$ cat config.mk
export PLATFORM = sky130hd
export DESIGN_NAME = gcc_ctrl_upper
export DESIGN_NICKNAME = d
export VERILOG_FILES = /design/src/hw/gcc_pkg.sv /design/src/hw/gcc_pwr_if.sv /design/src/hw/gcc_ctrl_upper.sv /design/src/hw/gcc_power_cmp.sv
export VERILOG_INCLUDE_DIRS = /design/src /design/src/hw
export SDC_FILE = /design/constraint.sdc
export NUM_CORES = 1
export LEC_CHECK = 0
export BUFFER_PORTS_ARGS = -buffer_cell sky130_fd_sc_hd__buf_2
export CAP_MARGIN = 30
export CELL_PAD_IN_SITES_DETAIL_PLACEMENT = 0
export CELL_PAD_IN_SITES_GLOBAL_PLACEMENT = 1
export CORE_UTILIZATION = 42
export DETAILED_ROUTE_END_ITERATION = 10
export HOLD_SLACK_MARGIN = 0.03
export PLACE_DENSITY_LB_ADDON = 0.1
export SETUP_SLACK_MARGIN = 0.3
export SYNTH_ARGS = -nofsm -noshare
export SYNTH_HDL_FRONTEND = slang
export SYNTH_HIERARCHICAL = 1
export SYNTH_SLANG_ARGS = --single-unit
$ cat constraint.sdc
create_clock -name i_ref_clk -period 6.55 [get_ports i_ref_clk]
set_clock_uncertainty 0.05 [all_clocks]
set_input_delay 0.655 -clock i_ref_clk [delete_from_list [all_inputs] [get_ports i_ref_clk]]
set_output_delay 0.655 -clock i_ref_clk [all_outputs]
set_load 0.005 [all_outputs]
$ cat src/hw/gcc_defines.svh
// constants for the global chip control upper slice: offset, bit positions,
// reset values and power scale multipliers
// assumes inclusion by bare name from the package and the design modules
`ifndef GCC_DEFINES_SVH
`define GCC_DEFINES_SVH

// ==========================================================================
// register location and byte lanes
`define GCC_CTRL_OFFSET   12'h0B8
`define GCC_BE_TOP        3
`define GCC_BE_MID        2

// ==========================================================================
// field positions
`define GCC_RSVD_TOP_BIT  31
`define GCC_PLL_OFF_BIT   30
`define GCC_L1_EN_BIT     29
`define GCC_DIAG_BIT      28
`define GCC_RSVD_HI       27
`define GCC_RSVD_LO       22
`define GCC_SCALE_HI      21
`define GCC_SCALE_LO      20

// ==========================================================================
// reset values
`define GCC_RST_PLL_OFF   1'h0
`define GCC_RST_L1_EN     1'h0
`define GCC_RST_DIAG      1'h0
`define GCC_RST_SCALE     2'h0
`define GCC_RST_WORD      32'h0000_0000

// ==========================================================================
// scale multipliers, in thousandths of the power unit
`define GCC_MULT_X1       10'h3E8
`define GCC_MULT_X0P1     10'h064
`define GCC_MULT_X0P01    10'h00A
`define GCC_MULT_X0P001   10'h001
`define GCC_ZERO_VALUE    8'h00

`endif

$ cat src/hw/gcc_pkg.sv
// types and shared arithmetic for the global chip control upper slice
// assumes gcc_defines.svh is on the include path
`include "gcc_defines.svh"
`default_nettype none

package gcc_pkg;

  // ========================================================================
  // power scale codes
  typedef enum logic [1:0] {
    GCC_SCALE_X1     = 2'h0,  // 1.0x
    GCC_SCALE_X0P1   = 2'h1,  // 0.1x
    GCC_SCALE_X0P01  = 2'h2,  // 0.01x
    GCC_SCALE_X0P001 = 2'h3   // 0.001x
  } gcc_scale_t;

  typedef logic [17:0] gcc_milli_t;  // power in thousandths of the unit

  // ========================================================================
  // value times scale, normalised to thousandths
  function automatic gcc_milli_t gcc_to_milli(input logic [7:0] value,
                                              input gcc_scale_t scale);
    logic [9:0] mult;
    mult = `GCC_MULT_X1;
    case (scale)
      GCC_SCALE_X1:     mult = `GCC_MULT_X1;
      GCC_SCALE_X0P1:   mult = `GCC_MULT_X0P1;
      GCC_SCALE_X0P01:  mult = `GCC_MULT_X0P01;
      default:          mult = `GCC_MULT_X0P001;
    endcase
    return gcc_milli_t'(value) * gcc_milli_t'(mult);
  endfunction

endpackage

`default_nettype wire

$ cat src/hw/gcc_pwr_if.sv
// interface between the control register and the power comparator
// assumes gcc_pkg is compiled first
`default_nettype none

interface gcc_pwr_if;
  import gcc_pkg::*;
  logic [7:0] min_value;    // minimum power value field
  gcc_scale_t scale;        // minimum power scale field
  logic       limit_valid;  // slot power limit message seen
  logic [7:0] limit_value;  // limit value of that message
  gcc_scale_t limit_scale;  // limit scale of that message
  logic       over_limit;   // registered compare result

  // register side drives the operands
  modport ctrl (output min_value, output scale, output limit_valid,
                output limit_value, output limit_scale, input over_limit);
  // comparator side
  modport cmp  (input min_value, input scale, input limit_valid,
                input limit_value, input limit_scale, output over_limit);
endinterface

`default_nettype wire

$ cat src/hw/gcc_ctrl_upper.sv
// global chip control register, bits 31 to 20, with the link power logic
// that those bits steer
// assumes config accesses and power events come from logic on i_ref_clk
`include "gcc_defines.svh"
`default_nettype none

module gcc_ctrl_upper
  import gcc_pkg::*;
(
  input  wire logic        i_ref_clk,                 // 40 MHz clock
  input  wire logic        i_rst_n,                   // fundamental reset
  input  wire logic        i_clk_en,                  // freezes all state
  input  wire logic [11:0] i_cfg_addr,                // config byte address
  input  wire logic        i_cfg_wr_en,               // config write strobe
  input  wire logic [3:0]  i_cfg_be,                  // byte enables
  input  wire logic [31:0] i_cfg_wdata,               // write data
  input  wire logic        i_cfg_rd_en,               // config read strobe
  output logic      [31:0] o_cfg_rdata,               // read data
  output logic             o_cfg_rd_valid,            // read data valid
  input  wire logic        i_eep_load_en,             // EEPROM word present
  input  wire logic [31:0] i_eep_data,                // EEPROM word
  input  wire logic [7:0]  i_min_power_value,         // lower minimum value
  input  wire logic        i_slot_limit_valid,        // limit message seen
  input  wire logic [7:0]  i_slot_limit_value,        // limit message value
  input  wire logic [1:0]  i_slot_limit_scale,        // limit message scale
  input  wire logic        i_aspm_l1_req,             // link asks for ASPM L1
  input  wire logic        i_aspm_l1_active,          // link is in ASPM L1
  input  wire logic        i_dstate_l1_active,        // link in D-state L1
  output logic             o_aspm_l1_grant,           // ASPM L1 permitted
  output logic             o_pll_power_down,          // PHY PLLs off, all PHYs
  output logic             o_lnkcap_aspm_l1_support,  // capability bit
  output logic      [1:0]  o_power_scale,             // scale to lower bits
  output logic             o_slot_limit_over          // limit above minimum
);

  // ========================================================================
  // stored fields
  logic       l1_pll_off_select_r;      // PLLs off in ASPM L1
  logic       low_power_link_enable_r;  // ASPM L1 enable
  logic       diag_r;                   // diagnostic bit, kept as written
  gcc_scale_t scale_r;                  // minimum power scale
  logic [31:0] rdata_r;                 // read data register
  logic       rd_valid_r;               // read answer flag
  logic       grant_r;                  // ASPM L1 grant
  logic       pll_down_r;               // PLL shutdown request
  logic       support_r;                // capability mirror
  logic [31:0] read_word;               // assembled register image
  logic       wr_hit;                   // write to this register
  logic       rd_hit;                   // read of this register

  gcc_pwr_if pwr ();                    // link to the comparator

  // ========================================================================
  // address decode
  function automatic logic gcc_addr_hit(input logic [11:0] addr);
    if (addr == `GCC_CTRL_OFFSET)
      return 1'b1;
    else
      return 1'b0;
  endfunction

  always_comb
  begin
    wr_hit = i_cfg_wr_en && gcc_addr_hit(i_cfg_addr);
    rd_hit = i_cfg_rd_en && gcc_addr_hit(i_cfg_addr);
  end

  // ========================================================================
  // field storage: EEPROM load wins over a config write
  always_ff @(posedge i_ref_clk or negedge i_rst_n)
  begin
    if (!i_rst_n)
    begin
      l1_pll_off_select_r     <= `GCC_RST_PLL_OFF;
      low_power_link_enable_r <= `GCC_RST_L1_EN;
      diag_r                  <= `GCC_RST_DIAG;
      scale_r                 <= gcc_scale_t'(`GCC_RST_SCALE);
    end
    else if (i_clk_en)
    begin
      if (i_eep_load_en)
      begin
        // image must hold zero in the diagnostic bit
        l1_pll_off_select_r     <= i_eep_data[`GCC_PLL_OFF_BIT];
        low_power_link_enable_r <= i_eep_data[`GCC_L1_EN_BIT];
        diag_r                  <= i_eep_data[`GCC_DIAG_BIT];
        scale_r                 <= gcc_scale_t'(i_eep_data[`GCC_SCALE_HI:`GCC_SCALE_LO]);
      end
      else if (wr_hit)
      begin
        // top lane: select, enable, diagnostic; bits 31 and 27:24 dropped
        if (i_cfg_be[`GCC_BE_TOP])
        begin
          l1_pll_off_select_r     <= i_cfg_wdata[`GCC_PLL_OFF_BIT];
          low_power_link_enable_r <= i_cfg_wdata[`GCC_L1_EN_BIT];
          diag_r                  <= i_cfg_wdata[`GCC_DIAG_BIT];
        end
        // second lane: only the scale field is writable
        if (i_cfg_be[`GCC_BE_MID])
          scale_r <= gcc_scale_t'(i_cfg_wdata[`GCC_SCALE_HI:`GCC_SCALE_LO]);
      end
    end
  end

  // ========================================================================
  // register image: reserved positions tied to zero
  always_comb
  begin
    read_word                                  = `GCC_RST_WORD;
    read_word[`GCC_RSVD_TOP_BIT]               = 1'b0;
    read_word[`GCC_PLL_OFF_BIT]                = l1_pll_off_select_r;
    read_word[`GCC_L1_EN_BIT]                  = low_power_link_enable_r;
    read_word[`GCC_DIAG_BIT]                   = diag_r;
    read_word[`GCC_RSVD_HI:`GCC_RSVD_LO]       = '0;
    read_word[`GCC_SCALE_HI:`GCC_SCALE_LO]     = scale_r;
  end

  // ========================================================================
  // read answer, one cycle after the strobe
  always_ff @(posedge i_ref_clk or negedge i_rst_n)
  begin
    if (!i_rst_n)
    begin
      rdata_r    <= `GCC_RST_WORD;
      rd_valid_r <= 1'b0;
    end
    else if (i_clk_en)
    begin
      rd_valid_r <= i_cfg_rd_en;
      if (rd_hit)
        rdata_r <= read_word;
      else if (i_cfg_rd_en)
        rdata_r <= `GCC_RST_WORD;             // other offsets read zero
    end
  end

  // ========================================================================
  // link power control
  always_ff @(posedge i_ref_clk or negedge i_rst_n)
  begin
    if (!i_rst_n)
    begin
      grant_r    <= 1'b0;
      pll_down_r <= 1'b0;
      support_r  <= 1'b0;
    end
    else if (i_clk_en)
    begin
      grant_r    <= i_aspm_l1_req && low_power_link_enable_r;
      // device-state L1 ignores the select bit
      pll_down_r <= i_dstate_l1_active
                    || (i_aspm_l1_active && l1_pll_off_select_r);
      support_r  <= low_power_link_enable_r;
    end
  end

  // ========================================================================
  // comparator hookup
  always_comb
  begin
    pwr.min_value   = i_min_power_value;
    pwr.scale       = scale_r;
    pwr.limit_valid = i_slot_limit_valid;
    pwr.limit_value = i_slot_limit_value;
    pwr.limit_scale = gcc_scale_t'(i_slot_limit_scale);
  end

  gcc_power_cmp u_cmp (
    .i_ref_clk (i_ref_clk),
    .i_rst_n   (i_rst_n),
    .i_clk_en  (i_clk_en),
    .pwr       (pwr.cmp)
  );

  // ========================================================================
  // outputs
  assign o_cfg_rdata              = rdata_r;
  assign o_cfg_rd_valid           = rd_valid_r;
  assign o_aspm_l1_grant          = grant_r;
  assign o_pll_power_down         = pll_down_r;
  assign o_lnkcap_aspm_l1_support = support_r;
  assign o_power_scale            = scale_r;
  assign o_slot_limit_over        = pwr.over_limit;
endmodule // gcc_ctrl_upper

`default_nettype wire

$ cat src/hw/gcc_power_cmp.sv
// slot power comparator: scales the minimum power value and checks it
// against each slot power limit received while that value is nonzero
// assumes operands on the same clock as i_ref_clk
`include "gcc_defines.svh"
`default_nettype none

module gcc_power_cmp
  import gcc_pkg::*;
(
  input  wire logic i_ref_clk,  // 40 MHz clock
  input  wire logic i_rst_n,    // async reset, active low
  input  wire logic i_clk_en,   // freezes state while low
  gcc_pwr_if.cmp    pwr         // operands and result
);

  // ========================================================================
  // scaled operands
  gcc_milli_t min_milli;    // minimum power in thousandths
  gcc_milli_t limit_milli;  // slot limit in thousandths
  logic       over_r;       // compare result

  always_comb
  begin
    min_milli   = gcc_to_milli(pwr.min_value, pwr.scale);
    limit_milli = gcc_to_milli(pwr.limit_value, pwr.limit_scale);
  end

  // ========================================================================
  // compare on each limit message, cleared while value is zero
  always_ff @(posedge i_ref_clk or negedge i_rst_n)
  begin
    if (!i_rst_n)
      over_r <= 1'b0;
    else if (i_clk_en)
    begin
      if (pwr.min_value == `GCC_ZERO_VALUE)
        over_r <= 1'b0;                          // comparison skipped
      else if (pwr.limit_valid)
        over_r <= (limit_milli > min_milli);
    end
  end

  assign pwr.over_limit = over_r;
endmodule // gcc_power_cmp

`default_nettype wire

==> results of run 1 <==
[routing by layer]
metal | vias up | global-route usage [%] | part of all wire [%]
met5 | - | 0 | 0
met4 | 0 | 0.904 | 0
met3 | 0 | 0.641 | 3.0
met2 | 85 | 28.5 | 46
met1 | 2302 | 25.4 | 51
li1 | 2432 | - | -
[area by class of cell]
type | instances | area [sq um]
Sequential cell | 15 | 378
Tap cell | 184 | 230
Fill cell | 1449 | 7660
Inverter | 164 | 616
Clock buffer | 4 | 78.8
Multi-Input combinational cell | 534 | 5110
Timing Repair Buffer | 75 | 405
[registers in the layout (all words and copies together) (netlist names)]
register                  flops
diag_r                        1
l1_pll_off_select_r           1
low_power_link_enable_r       1
o_aspm_l1_grant               1
o_cfg_rd_valid                1
o_cfg_rdata                   5
o_lnkcap_aspm_l1_support      1
o_pll_power_down              1
o_power_scale                 2
u_cmp/pwr.over_limit          1
[per-stage QoR]
step	worst slack, ns	power (W)
floorplan	0.998	0.00137
global placement	0.362	0.00172
detailed placement	0.218	0.00176
CTS	0.343	0.00189
global route	0.328	0.00217
finish	0.596	0.00191
[logic make-up after synthesis]
kind of cell             count (synthesis)
flip-flops                              15
AO/OA/AOI/OAI                          104
AND/OR/NAND/NOR                        180
other                                    1
XOR/XNOR                                26
buffers and inverters                  202
adder cells (fa/ha/maj)                194
multiplexers                             3
[layout by cell type (no fill, tap or decap), types with 3 or more instances in the layout]
cell type / count
conb_1: 27
o21bai_1: 3
o21a_1: 5
nand2_1: 47
buf_2: 63
and2_1: 26
dfrtp_1: 13
a31oi_1: 4
or2_0: 3
o21ai_0: 18
clkbuf_16: 3
xnor2_1: 17
o22ai_1: 9
nor2_1: 21
ha_1: 114
and3_1: 15
nor2b_1: 24
nand3_1: 18
a21oi_1: 24
o211ai_1: 3
a22o_1: 5
buf_4: 12
xor2_1: 9
a21o_1: 7
nor3_1: 8
fa_1: 80
a211oi_1: 7
nand2b_1: 3
inv_1: 164
[synth_stat cells (all sizes together) (2+ instances only)]
cell type	n	area (sq um)
a2111oi	3	45.1
a211o	2	17.5
a211oi	8	65.1
a21o	8	61.3
a21oi	25	125
a221oi	2	23.8
a22o	5	43.8
a31oi	4	25.0
and2	26	163
and3	15	93.8
buf	27	203
clkbuf	11	41.3
dfrtp	15	375
fa	80	1600
ha	114	1430
inv	164	616
mux2i	2	20.0
nand2	47	176
nand2b	4	25.0
nand3	18	90.1
nand4	3	25.0
nor2	21	78.8
nor2b	24	150
nor3	8	40.0
nor4	2	27.5
o211ai	3	22.5
o21a	5	37.5
o21ai	21	109
o21bai	3	22.5
o22ai	9	56.3
or2	3	18.8
or4	2	15.0
xnor2	17	149
xor2	9	78.8
[critical path: stages (launching register included)]
cell	delay (ns)
dfrtp_2	0.46
buf_4	0.20
nand2b_1	0.20
nand2b_2	0.24
fa_1	0.49
inv_1	0.05
fa_1	0.51
fa_1	0.49
inv_1	0.05
fa_1	0.52
inv_1	0.04
ha_1	0.37
a2111oi_4	0.38
o21a_1	0.21
o41ai_1	0.10
a21oi_1	0.21
xor2_1	0.19
ha_1	0.24
and4_1	0.22
a221oi_2	0.32
o21a_1	0.17
o21ai_1	0.10
[power by group through the flow]
| stage | Sequential, W | Clock [W] | Combinational, W |
|---|---|---|---|
| finish | 0.000117 | 0.000116 | 0.00167 |
| global route | 0.000119 | 0.000123 | 0.00193 |
| CTS | 0.000117 | 0.000118 | 0.00166 |
| detailed placement | 0.000118 | 0 | 0.00164 |
| global placement | 0.000118 | 0 | 0.00161 |
| floorplan | 0.000114 | 0 | 0.00125 |
[timing repair]
item / 4_1_cts / 5_1_grt
setup endpoints to repair: 0 / 1
buffers inserted: 0 / 1
hold buffers: 0 / 0
gates resized for setup: 0 / 9
[worst min path at each step]
stage | startpoint | end | slack (ns) | depth (start not counted)
2_1_floorplan | i_rst_n | diag_r | 0.31 | 0
3_3_place_gp | o_cfg_rdata[28] | o_cfg_rdata[28] | 0.43 | 1
3_5_place_dp | o_cfg_rdata[21] | o_cfg_rdata[21] | 0.44 | 1
4_1_cts | i_rst_n | o_lnkcap_aspm_l1_support | 0.28 | 1
5_1_grt | i_rst_n | o_lnkcap_aspm_l1_support | 0.29 | 1
6_report | i_rst_n | o_lnkcap_aspm_l1_support | 0.26 | 1
==> results.md, run 1 <==
- Mapped Area: 6220 sq um
- Sw frac: 52.8%
- Required @ worst endpoint: 6.61 ns
- Fmax: 168 MHz
- Setup crit start: o_power_scale[0]
- Register bit total from synthesis: 15
- Core Area: 14500 sq um
- Worst r2r path cells: 21
- Setup TNS: 0 ns
- Wire length per cell: 12.6 microns
- Vias/cell: 4.94
- Layout Nets: 1095
- P&R area growth vs syn: 9.67%
- Power share of the combinational group: 87.8%
- Starting Density: 43.0%
- Initial antenna violation count: 0
- Multiplexer share of the synthesized area: 0.503%
- CTS root buf: clkbuf_16
- Area after DPL: 6700 sq um
- Die Wd: 124 microns
- Synth Area in Simple Gates: 15.8%
- Clk_lat worst skew: 0.24 ns
- Antenna viol nets, final: 0
- Outcome: finished, final reports clean
- Dpl cells: 971
- Setup Crit Path Kind: flop to flop
- CTS tree: built
- ANT cells: 0
- Pint: 0.000899 W
- H-tree depth: 1
- TritonCTS Buffers: 3
- GRT Util Overall: 17.0%
- Yosys warning total: 6
- Finished Core Util: 47.1%
- Number of DRC markers in iteration 0: 253
- Total of max-cap violations: 0
- Global-route wire length before repair: 21.2 mm
- Final Hold Fails: 0
- Post-synthesis xor/xnor area fraction: 3.66%
- GPL Wtd Cong: 0.825
- Critical Path Sink: u_cmp/pwr.over_limit
- Fin crit period: 5.95 ns
- RR Startpoint: o_power_scale[0]
- Vias in the first global route: 4682
- Async S/R FF share, synth: 100%
- FF-to-FF End: u_cmp/pwr.over_limit
- PD cells: 279 nW/um^2
- Hold_ws: 0.261 ns
- Unique masters post-synth: 57
- Nature of the critical path endpoint: flop
- Fin. max-slew vios: 0
- Synth Flop Type: dfrtp_1
- DRC Markers: 0
- Reg-to-reg setup timing slack: 0.60 ns
- Io pins: 147
- Die area: 15300 sq um
- Port bufs: 63
- Static leakage: 3.88 nW
- Clock sinks: 15
- Site Rows: 44
- Seq/Total Area, Yosys: 6.03%
- EDFF count, synth: 0
- Hold Path Class: input port to asynchronous set/reset pin
- Post-synthesis compound-gate area fraction: 11.5%
- Clock edge transition at the registers on the reported setup and hold paths: 0.05 ns
- GR Overflow Total: 0
- 1st-pass router iterations: 5
- Layout cells sized above 1: 12.0%
- Vias: 4819
- Main combinational cell family by area after synthesis: adder cells
- Final worst path period share: 90.9%
- Peak supply drop: 140 uV
- Clk buf depth: 2
- Syn_area_per_cell: 8.58 sq um
- Area share of fa/ha/maj cells after synthesis: 48.7%
- Post-route insts no fill: 976
- WL final: 12.3 mm
- Synthesized instance count: 725
- Dpl hpwl: 11.2 mm
- CP arrival: 6.01 ns
- Pin count of the biggest net entering global routing: 21
- Die height: 124 microns
- Unrepaired setup endpoints after global routing: false
- Net switching power: 0.00101 W
- Clock power frac: 6.1%
- Worst Setup Start Kind: flop
- Crit-path max FO: 14
- Final setup viols: 0
- Sequential Power Share: 6.1%
- Final Instance Area: 6820 sq um
No activity file was read; power rests on OpenSTA's default activity.
==> run 2: changes to the inputs <==
--- a/config.mk
+++ b/config.mk
@@ -14,7 +14,6 @@
 export DETAILED_ROUTE_END_ITERATION = 10
 export HOLD_SLACK_MARGIN = 0.03
 export PLACE_DENSITY_LB_ADDON = 0.1
-export SETUP_SLACK_MARGIN = 0.3
 export SYNTH_ARGS = -nofsm -noshare
 export SYNTH_HDL_FRONTEND = slang
 export SYNTH_HIERARCHICAL = 1
==> constraint.sdc (replaced) <==
create_clock -name i_ref_clk -period 6.6 [get_ports i_ref_clk]
set_clock_uncertainty 0.05 [all_clocks]
set_input_delay 0.66 -clock i_ref_clk [delete_from_list [all_inputs] [get_ports i_ref_clk]]
set_output_delay 0.66 -clock i_ref_clk [all_outputs]
set_load 0.005 [all_outputs]
==> run 2 against run 1 <==
  * Sequential power is essentially flat
  * Non-clock buffer count fell by 5
  * Critical path depth is the same
  * Flip-flop and latch count did not move
  * Wire length fell by 0.40%
  * Die area unchanged
  * Largest power group unchanged
==> results.md, run 2 (synthesis results as in run 1) <==
- Outcome: finished, final reports clean
- Dpl cells: 967 (-0.41%)
- Wire length per cell: 12.6 microns (+0.11%)
- Initial antenna violation count: 0 (unchanged)
- PD cells: 272 nW/um^2 (-2.4%)
- Final Hold Fails: 0 (unchanged)
- CTS tree: built
- Hold Path Class: input port to asynchronous set/reset pin
- Clk_lat worst skew: 0.24 ns (about the same)
- Post-route insts no fill: 971 (-0.51%)
- Setup TNS: 0 ns (unchanged)
- Core Area: 14500 sq um (unchanged)
- Fmax: 162 MHz (-3.3%)
- Hold buffers post-CTS: 0 (unchanged)
- Final worst path period share: 93.3% (+2.4 points)
- Pin count of the biggest net entering global routing: 21 (unchanged)
- Layout Nets: 1090 (-0.46%)
- Worst r2r path cells: 21 (unchanged)
- Io pins: 147 (unchanged)
- WL final: 12.2 mm (-0.40%)
- Total of max-cap violations: 0 (unchanged)
- CTS root buf: clkbuf_16
- CP arrival: 6.18 ns (+0.17 ns)
- ANT cells: 0 (unchanged)
- Die height: 124 microns (unchanged)
- Setup Crit Path Kind: flop to flop
- Layout cells sized above 1: 10.8% (-1.2 points)
- Worst-path cell chain: buf_4 -> nand2b_1 -> nand2b_1 -> fa_1 -> inv_1 -> fa_1 -> fa_1 -> inv_1 -> fa_1 -> inv_1 -> ha_1 -> a2111oi_0 -> o21a_1 -> o41ai_1 -> a21oi_1 -> xor2_1 -> ha_1 -> and4_1 -> a221oi_2 -> o21a_1 -> o21ai_0
- Final setup viols: 0 (unchanged)
- GR Overflow Total: 0 (unchanged)
- RR Startpoint: o_power_scale[0]
- Vias: 4833 (+0.29%)
- Antenna viol nets, final: 0 (unchanged)
- Dpl hpwl: 11.2 mm (-0.45%)
- Crit-path most repeated cell: fa_1
- Most frequent cells in the layout: inv_1 (164), ha_1 (114), fa_1 (80)
- Most common cell after layout, fill and taps aside: inv_1
- Clock sinks: 15 (unchanged)
- Static leakage: 3.85 nW (-0.75%)
- Setup ws final: 0.445 ns (-0.151 ns)
- H-tree depth: 1 (unchanged)
- Critical Path Sink: u_cmp/pwr.over_limit
- Number of DRC markers in iteration 0: 201 (-21%)
- FF-to-FF End: u_cmp/pwr.over_limit
- TritonCTS Buffers: 3 (unchanged)
- Reg-to-reg setup timing slack: 0.44 ns (-0.15 ns)
- Port bufs: 63 (unchanged)
- Starting Density: 43.0% (unchanged)
- Site Rows: 44 (unchanged)
- Post-place setup slack: 0.361 ns (+0.143 ns)
- GPL Wtd Cong: 0.830 (+0.63%)
- Fillers: 1472 (+1.6%)
- Worst stage delay on the critical path: 0.52 ns (about the same)
- Critical path depth: 21 (unchanged)
- Setup crit start: o_power_scale[0]
- GRT Util Overall: 17.2% (+0.16 points)
- Vias in the first global route: 4754 (+1.5%)
- Delay-heaviest family, CP: adder cells
- Max reg flops: 5 (unchanged)
- Fin crit period: 6.16 ns (+0.201 ns)
- Unrepaired setup endpoints after global routing: false
- Global-route wire length before repair: 21.4 mm (+1.0%)
- Clock edge transition at the registers on the reported setup and hold paths: 0.05 ns (about the same)
- Critical-path top delay cell: fa_1
- Bufs and invs on worst path: 4 (unchanged)
- 1st-pass router iterations: 4 (-1)
- Required @ worst endpoint: 6.63 ns (+0.02 ns)
- Worst Setup Start Kind: flop
- Vias/cell: 4.98 (+0.81%)
- Die area: 15300 sq um (unchanged)
- Fin. max-slew vios: 0 (unchanged)
- Nature of the critical path endpoint: flop
- Crit-path max FO: 14 (unchanged)
- Clk buf depth: 2 (unchanged)
- Peak supply drop: 130 uV (-7.1%)
- Die Wd: 124 microns (unchanged)
- DRC Markers: 0 (unchanged)
- P&R area growth vs syn: 8.63%
run 2: cell count changes in the layout (fill, tap and decap cells not counted), sizes merged:
cell and change:
buf -5
run 2: metrics by stage:
step / cell area [sq um] / total power (W) / utilization [%] / hold slack (ns)
after global routing: 6760 / 0.00212 / 46.7 / 0.295
after CTS: 6750 / 0.00186 / 46.6 / 0.277
final: 6760 / 0.00184 / 46.7 / 0.266
after detailed placement: 6670 / 0.00172 / 46.1 / 0.439
after global placement: 6670 / 0.00170 / 46.1 / 0.433
after floorplan: 6320 / 0.00136 / - / 0.314
run 2: area by class of cell:
type                       count  area [sq um]  area share, %
multi-input combinational    534          5090           75.3
sequential                    15           375           5.55
timing repair buffer          70           368           5.44
clock buffer                   4          78.8           1.17
tap                          184           230           3.41
inverter                     164           616           9.11
run 2: worst min path at each step:
stage / to / slack, ns / cells past startpoint
2_1_floorplan: diag_r / 0.31 / 0
3_3_place_gp: o_cfg_rdata[28] / 0.43 / 1
3_5_place_dp: o_cfg_rdata[29] / 0.44 / 1
4_1_cts: o_lnkcap_aspm_l1_support / 0.28 / 1
5_1_grt: o_pll_power_down / 0.30 / 1
6_report: diag_r / 0.27 / 1
run 2: layer usage:
metal  part of all wire, %  vias to the layer above  wire length, microns  global-route usage [%]
met5                     0                        -                     0                       0
met4                  0.34                        0                    42                    1.66
met3                   3.5                        2                   434                   0.824
met2                    46                       95                  5650                    28.5
met1                    50                     2312                  6120                    25.4
li1                      -                     2424                     -                       -
run 2: what timing repair did:
| action | in CTS | in global routing |
|---|---|---|
| resized for setup | 0 | 1 |
| hold endpoints to repair | 0 | 0 |
| setup endpoints to repair | 0 | 1 |
| buffers inserted | 0 | 0 |
run 2: where the power goes:
group | switching, W | internal (W)
logic | 0.000924 | 0.000684
clock network | 0.0000348 | 0.0000817
registers | 0.0000140 | 0.000103
==> run 3: changes to the inputs <==
--- a/config.mk
+++ b/config.mk
@@ -6,14 +6,15 @@
 export SDC_FILE = /design/constraint.sdc
 export NUM_CORES = 1
 export LEC_CHECK = 0
+export ABC_AREA = 1
 export BUFFER_PORTS_ARGS = -buffer_cell sky130_fd_sc_hd__buf_2
 export CAP_MARGIN = 30
-export CELL_PAD_IN_SITES_DETAIL_PLACEMENT = 0
+export CELL_PAD_IN_SITES_DETAIL_PLACEMENT = 1
 export CELL_PAD_IN_SITES_GLOBAL_PLACEMENT = 1
-export CORE_UTILIZATION = 42
+export CORE_UTILIZATION = 41
 export DETAILED_ROUTE_END_ITERATION = 10
 export HOLD_SLACK_MARGIN = 0.03
-export PLACE_DENSITY_LB_ADDON = 0.1
+export PLACE_DENSITY = 0.88
 export SYNTH_ARGS = -nofsm -noshare
 export SYNTH_HDL_FRONTEND = slang
 export SYNTH_HIERARCHICAL = 1
==> run 3 against run 2 <==
  * Wire length rose by 34%
  * Largest cell class unchanged
  * Flip-flop and latch count did not move
  * Utilization down 0.82 points
  * Highest routed layer unchanged
  * Power increased by 32%
  * Via count is 19% higher
  * Setup slack improved by 0.25 ns
  * Critical endpoint unchanged
  * Fmax up 4.3%
  * Critical path type is now input port to flop
  * Synthesized cell count rose by 25%
  * Register-to-register slack gained 0.39 ns
  * Final area up 3.9%
==> results.md, run 3 <==
- Outcome: finished, final reports clean
- Sw frac: 58.1% (+5.2 points)
- GPL Wtd Cong: 0.816 (-1.7%)
- Pin count of the biggest net entering global routing: 16 (-24%)
- Clock sinks: 15 (unchanged)
- TritonCTS Buffers: 3 (unchanged)
- Layout Nets: 1270 (+17%)
- Crit-path max FO: 12 (-2)
- Area leader, netlist: fa_1
- Die Wd: 128 microns (+3.2%)
- Postcts setup bufs: 0 (unchanged)
- Vias/cell: 4.88 (-2.0%)
- Final Hold Fails: 0 (unchanged)
- Fin crit period: 5.90 ns (-0.254 ns)
- Fin. max-slew vios: 0 (unchanged)
- Die height: 128 microns (+3.2%)
- Site Rows: 45 (+2.3%)
- Initial antenna violation count: 0 (unchanged)
- Die area: 16300 sq um (+6.6%)
- Static leakage: 4.26 nW (+11%)
- Most common cell after layout, fill and taps aside: inv_1
- Core Area: 15300 sq um (+5.8%)
- GR Overflow Total: 0 (unchanged)
- Setup TNS: 0 ns (unchanged)
- Hold_ws: 0.274 ns (+0.00770 ns)
- Required @ worst endpoint: 6.68 ns (+0.05 ns)
- Hold buffers post-CTS: 0 (unchanged)
- CTS resizes: 0 (unchanged)
- Sequential Power Share: 4.6% (-1.7 points)
- Clock power frac: 5.1% (-1.2 points)
- P&R area growth vs syn: 8.40%
- Most frequent cells in the layout: inv_1 (228), nand2_1 (173), ha_1 (114)
- Setup Crit Path Kind: input port to flop
- Seq/Total Area, Yosys: 5.79% (-0.24 points)
- Port bufs: 63 (unchanged)
- DRC Markers: 0 (unchanged)
- Reg-to-reg setup timing slack: 0.83 ns (+0.39 ns)
- H-tree depth: 1 (unchanged)
- FF-to-FF End: u_cmp/pwr.over_limit
- Synthesized instance count: 904 (+25%)
- Count leader, synth: inv_1
- CTS tree: built
- Register bit total from synthesis: 15 (unchanged)
- Mapped Area: 6480 sq um (+4.1%)
- Critical-path top delay cell: fa_1
- Final worst path period share: 89.4% (-3.8 points)
- Net switching power: 0.00141 W (+45%)
- Worst relative slew slack: 64.9%
- Yosys warning total: 6 (unchanged)
- Worst Max-Slew Pin Slew: 0.525 ns
- ANT cells: 0 (unchanged)
- PD cells: 345 nW/um^2 (+27%)
- Delay-heaviest family, CP: adder cells
- Wire length per cell: 13.9 microns (+11%)
- Yosys top cell area share: 24.7% (-1.0 points)
- Syn_area_per_cell: 7.17 sq um (-16%)
- Clk buf depth: 2 (unchanged)
- Worst stage delay on the critical path: 0.52 ns (about the same)
- Post-route insts no fill: 1178 (+21%)
- Dpl cells: 1174 (+21%)
- Clk_lat worst skew: 0.25 ns (about the same)
- Unique masters post-synth: 30 (-47%)
- Number of DRC markers in iteration 0: 217 (+8.0%)
- Dpl hpwl: 14.3 mm (+28%)
- Hold Path Class: input port to asynchronous set/reset pin
- Worst r2r path cells: 27 (+29%)
- Pint: 0.00102 W (+17%)
- Top cells by area, synth: fa_1 (25%), ha_1 (22%), inv_1 (13%)
- Antenna viol nets, final: 0 (unchanged)
- Tot Pwr: 0.00242 W (+32%)
- Fmax: 169 MHz (+4.3%)
- CP arrival: 5.99 ns (-0.19 ns)
- Clock edge transition at the registers on the reported setup and hold paths: 0.05 ns (about the same)
- Starting Density: 42.3% (-0.66 points)
- Total of max-cap violations: 0 (unchanged)
- CTS root buf: clkbuf_16
- 1st-pass router iterations: 4 (unchanged)
- Setup ws final: 0.699 ns (+0.254 ns)
- Peak supply drop: 180 uV (+38%)
- Max reg flops: 5 (unchanged)
- Async S/R FF share, synth: 100% (unchanged)
- Layout cells sized above 1: 9.10% (-1.7 points)
- Final setup viols: 0 (unchanged)
- WL final: 16.4 mm (+34%)
- Synth Flop Type: dfrtp_1
- Post-synth top cells: inv_1 (228), nand2_1 (173), ha_1 (114), nor2_1 (112), fa_1 (80)
- Crit-path most repeated cell: inv_1
- EDFF count, synth: 0 (unchanged)
- Vias in the first global route: 6308 (+33%)
- Worst Setup Start Kind: input port
- Nature of the critical path endpoint: flop
- Reg area: 375 sq um (unchanged)
- Power share of the combinational group: 90.3% (+3.0 points)
- Fillers: 2022 (+37%)
- Bufs and invs on worst path: 8 (+4)
- Multi-input gate area: 5110 sq um (+0.49%)
- GRT Util Overall: 21.6% (+4.4 points)
- Post-place setup slack: 0.435 ns (+0.0737 ns)
- RR Startpoint: o_power_scale[1]
- Vias: 5747 (+19%)
- Io pins: 147 (unchanged)
- Unrepaired setup endpoints after global routing: false
- Global-route wire length before repair: 28.7 mm (+34%)
[run 3: cells by family after synthesis]
family	after synthesis	synth area share [%]
buffers and inverters	260	16.8
AO/OA/AOI/OAI	62	5.18
flip-flops	15	5.79
adder cells (fa/ha/maj)	194	46.7
XOR/XNOR	17	2.30
other	1	0.0579
AND/OR/NAND/NOR	355	23.2
[run 3: power by group through the flow]
stage	combinational [W]	sequential (W)	clock, W
after floorplan	0.00166	0.000110	0
final	0.00219	0.000112	0.000123
after CTS	0.00221	0.000112	0.000128
after global placement	0.00203	0.000113	0
after detailed placement	0.00217	0.000113	0
after global routing	0.00254	0.000114	0.000132
[run 3: worst max path at each step]
stage	startpoint	end	cells after the start
CTS	i_slot_limit_scale[1]	u_cmp/pwr.over_limit	29
global placement	i_slot_limit_scale[0]	u_cmp/pwr.over_limit	29
detailed placement	i_slot_limit_scale[1]	u_cmp/pwr.over_limit	29
finish	i_slot_limit_scale[1]	u_cmp/pwr.over_limit	29
global route	i_slot_limit_scale[0]	u_cmp/pwr.over_limit	29
floorplan	i_slot_limit_scale[0]	u_cmp/pwr.over_limit	29
[run 3: layout make-up]
class                           instances  area share [%]
Tap cell                              211            3.76
Inverter                              228            12.2
Multi-Input combinational cell        655            72.8
Sequential cell                        15            5.34
Clock inverter                          1           0.107
Timing Repair Buffer                   65            4.70
Clock buffer                            3            1.07
[run 3: metrics by stage]
stage | utilization [%] | instance area (sq um)
detailed placement | 45.3 | 6940
global placement | 45.3 | 6940
CTS | 45.9 | 7020
floorplan | - | 6580
global route | 45.9 | 7020
finish | 45.9 | 7020
[run 3: per-layer routing]
metal,global-route usage (%),wire length (microns)
met5,0,0
met4,5.88,481
met3,1.75,511
met2,40.1,8260
met1,26.9,7170
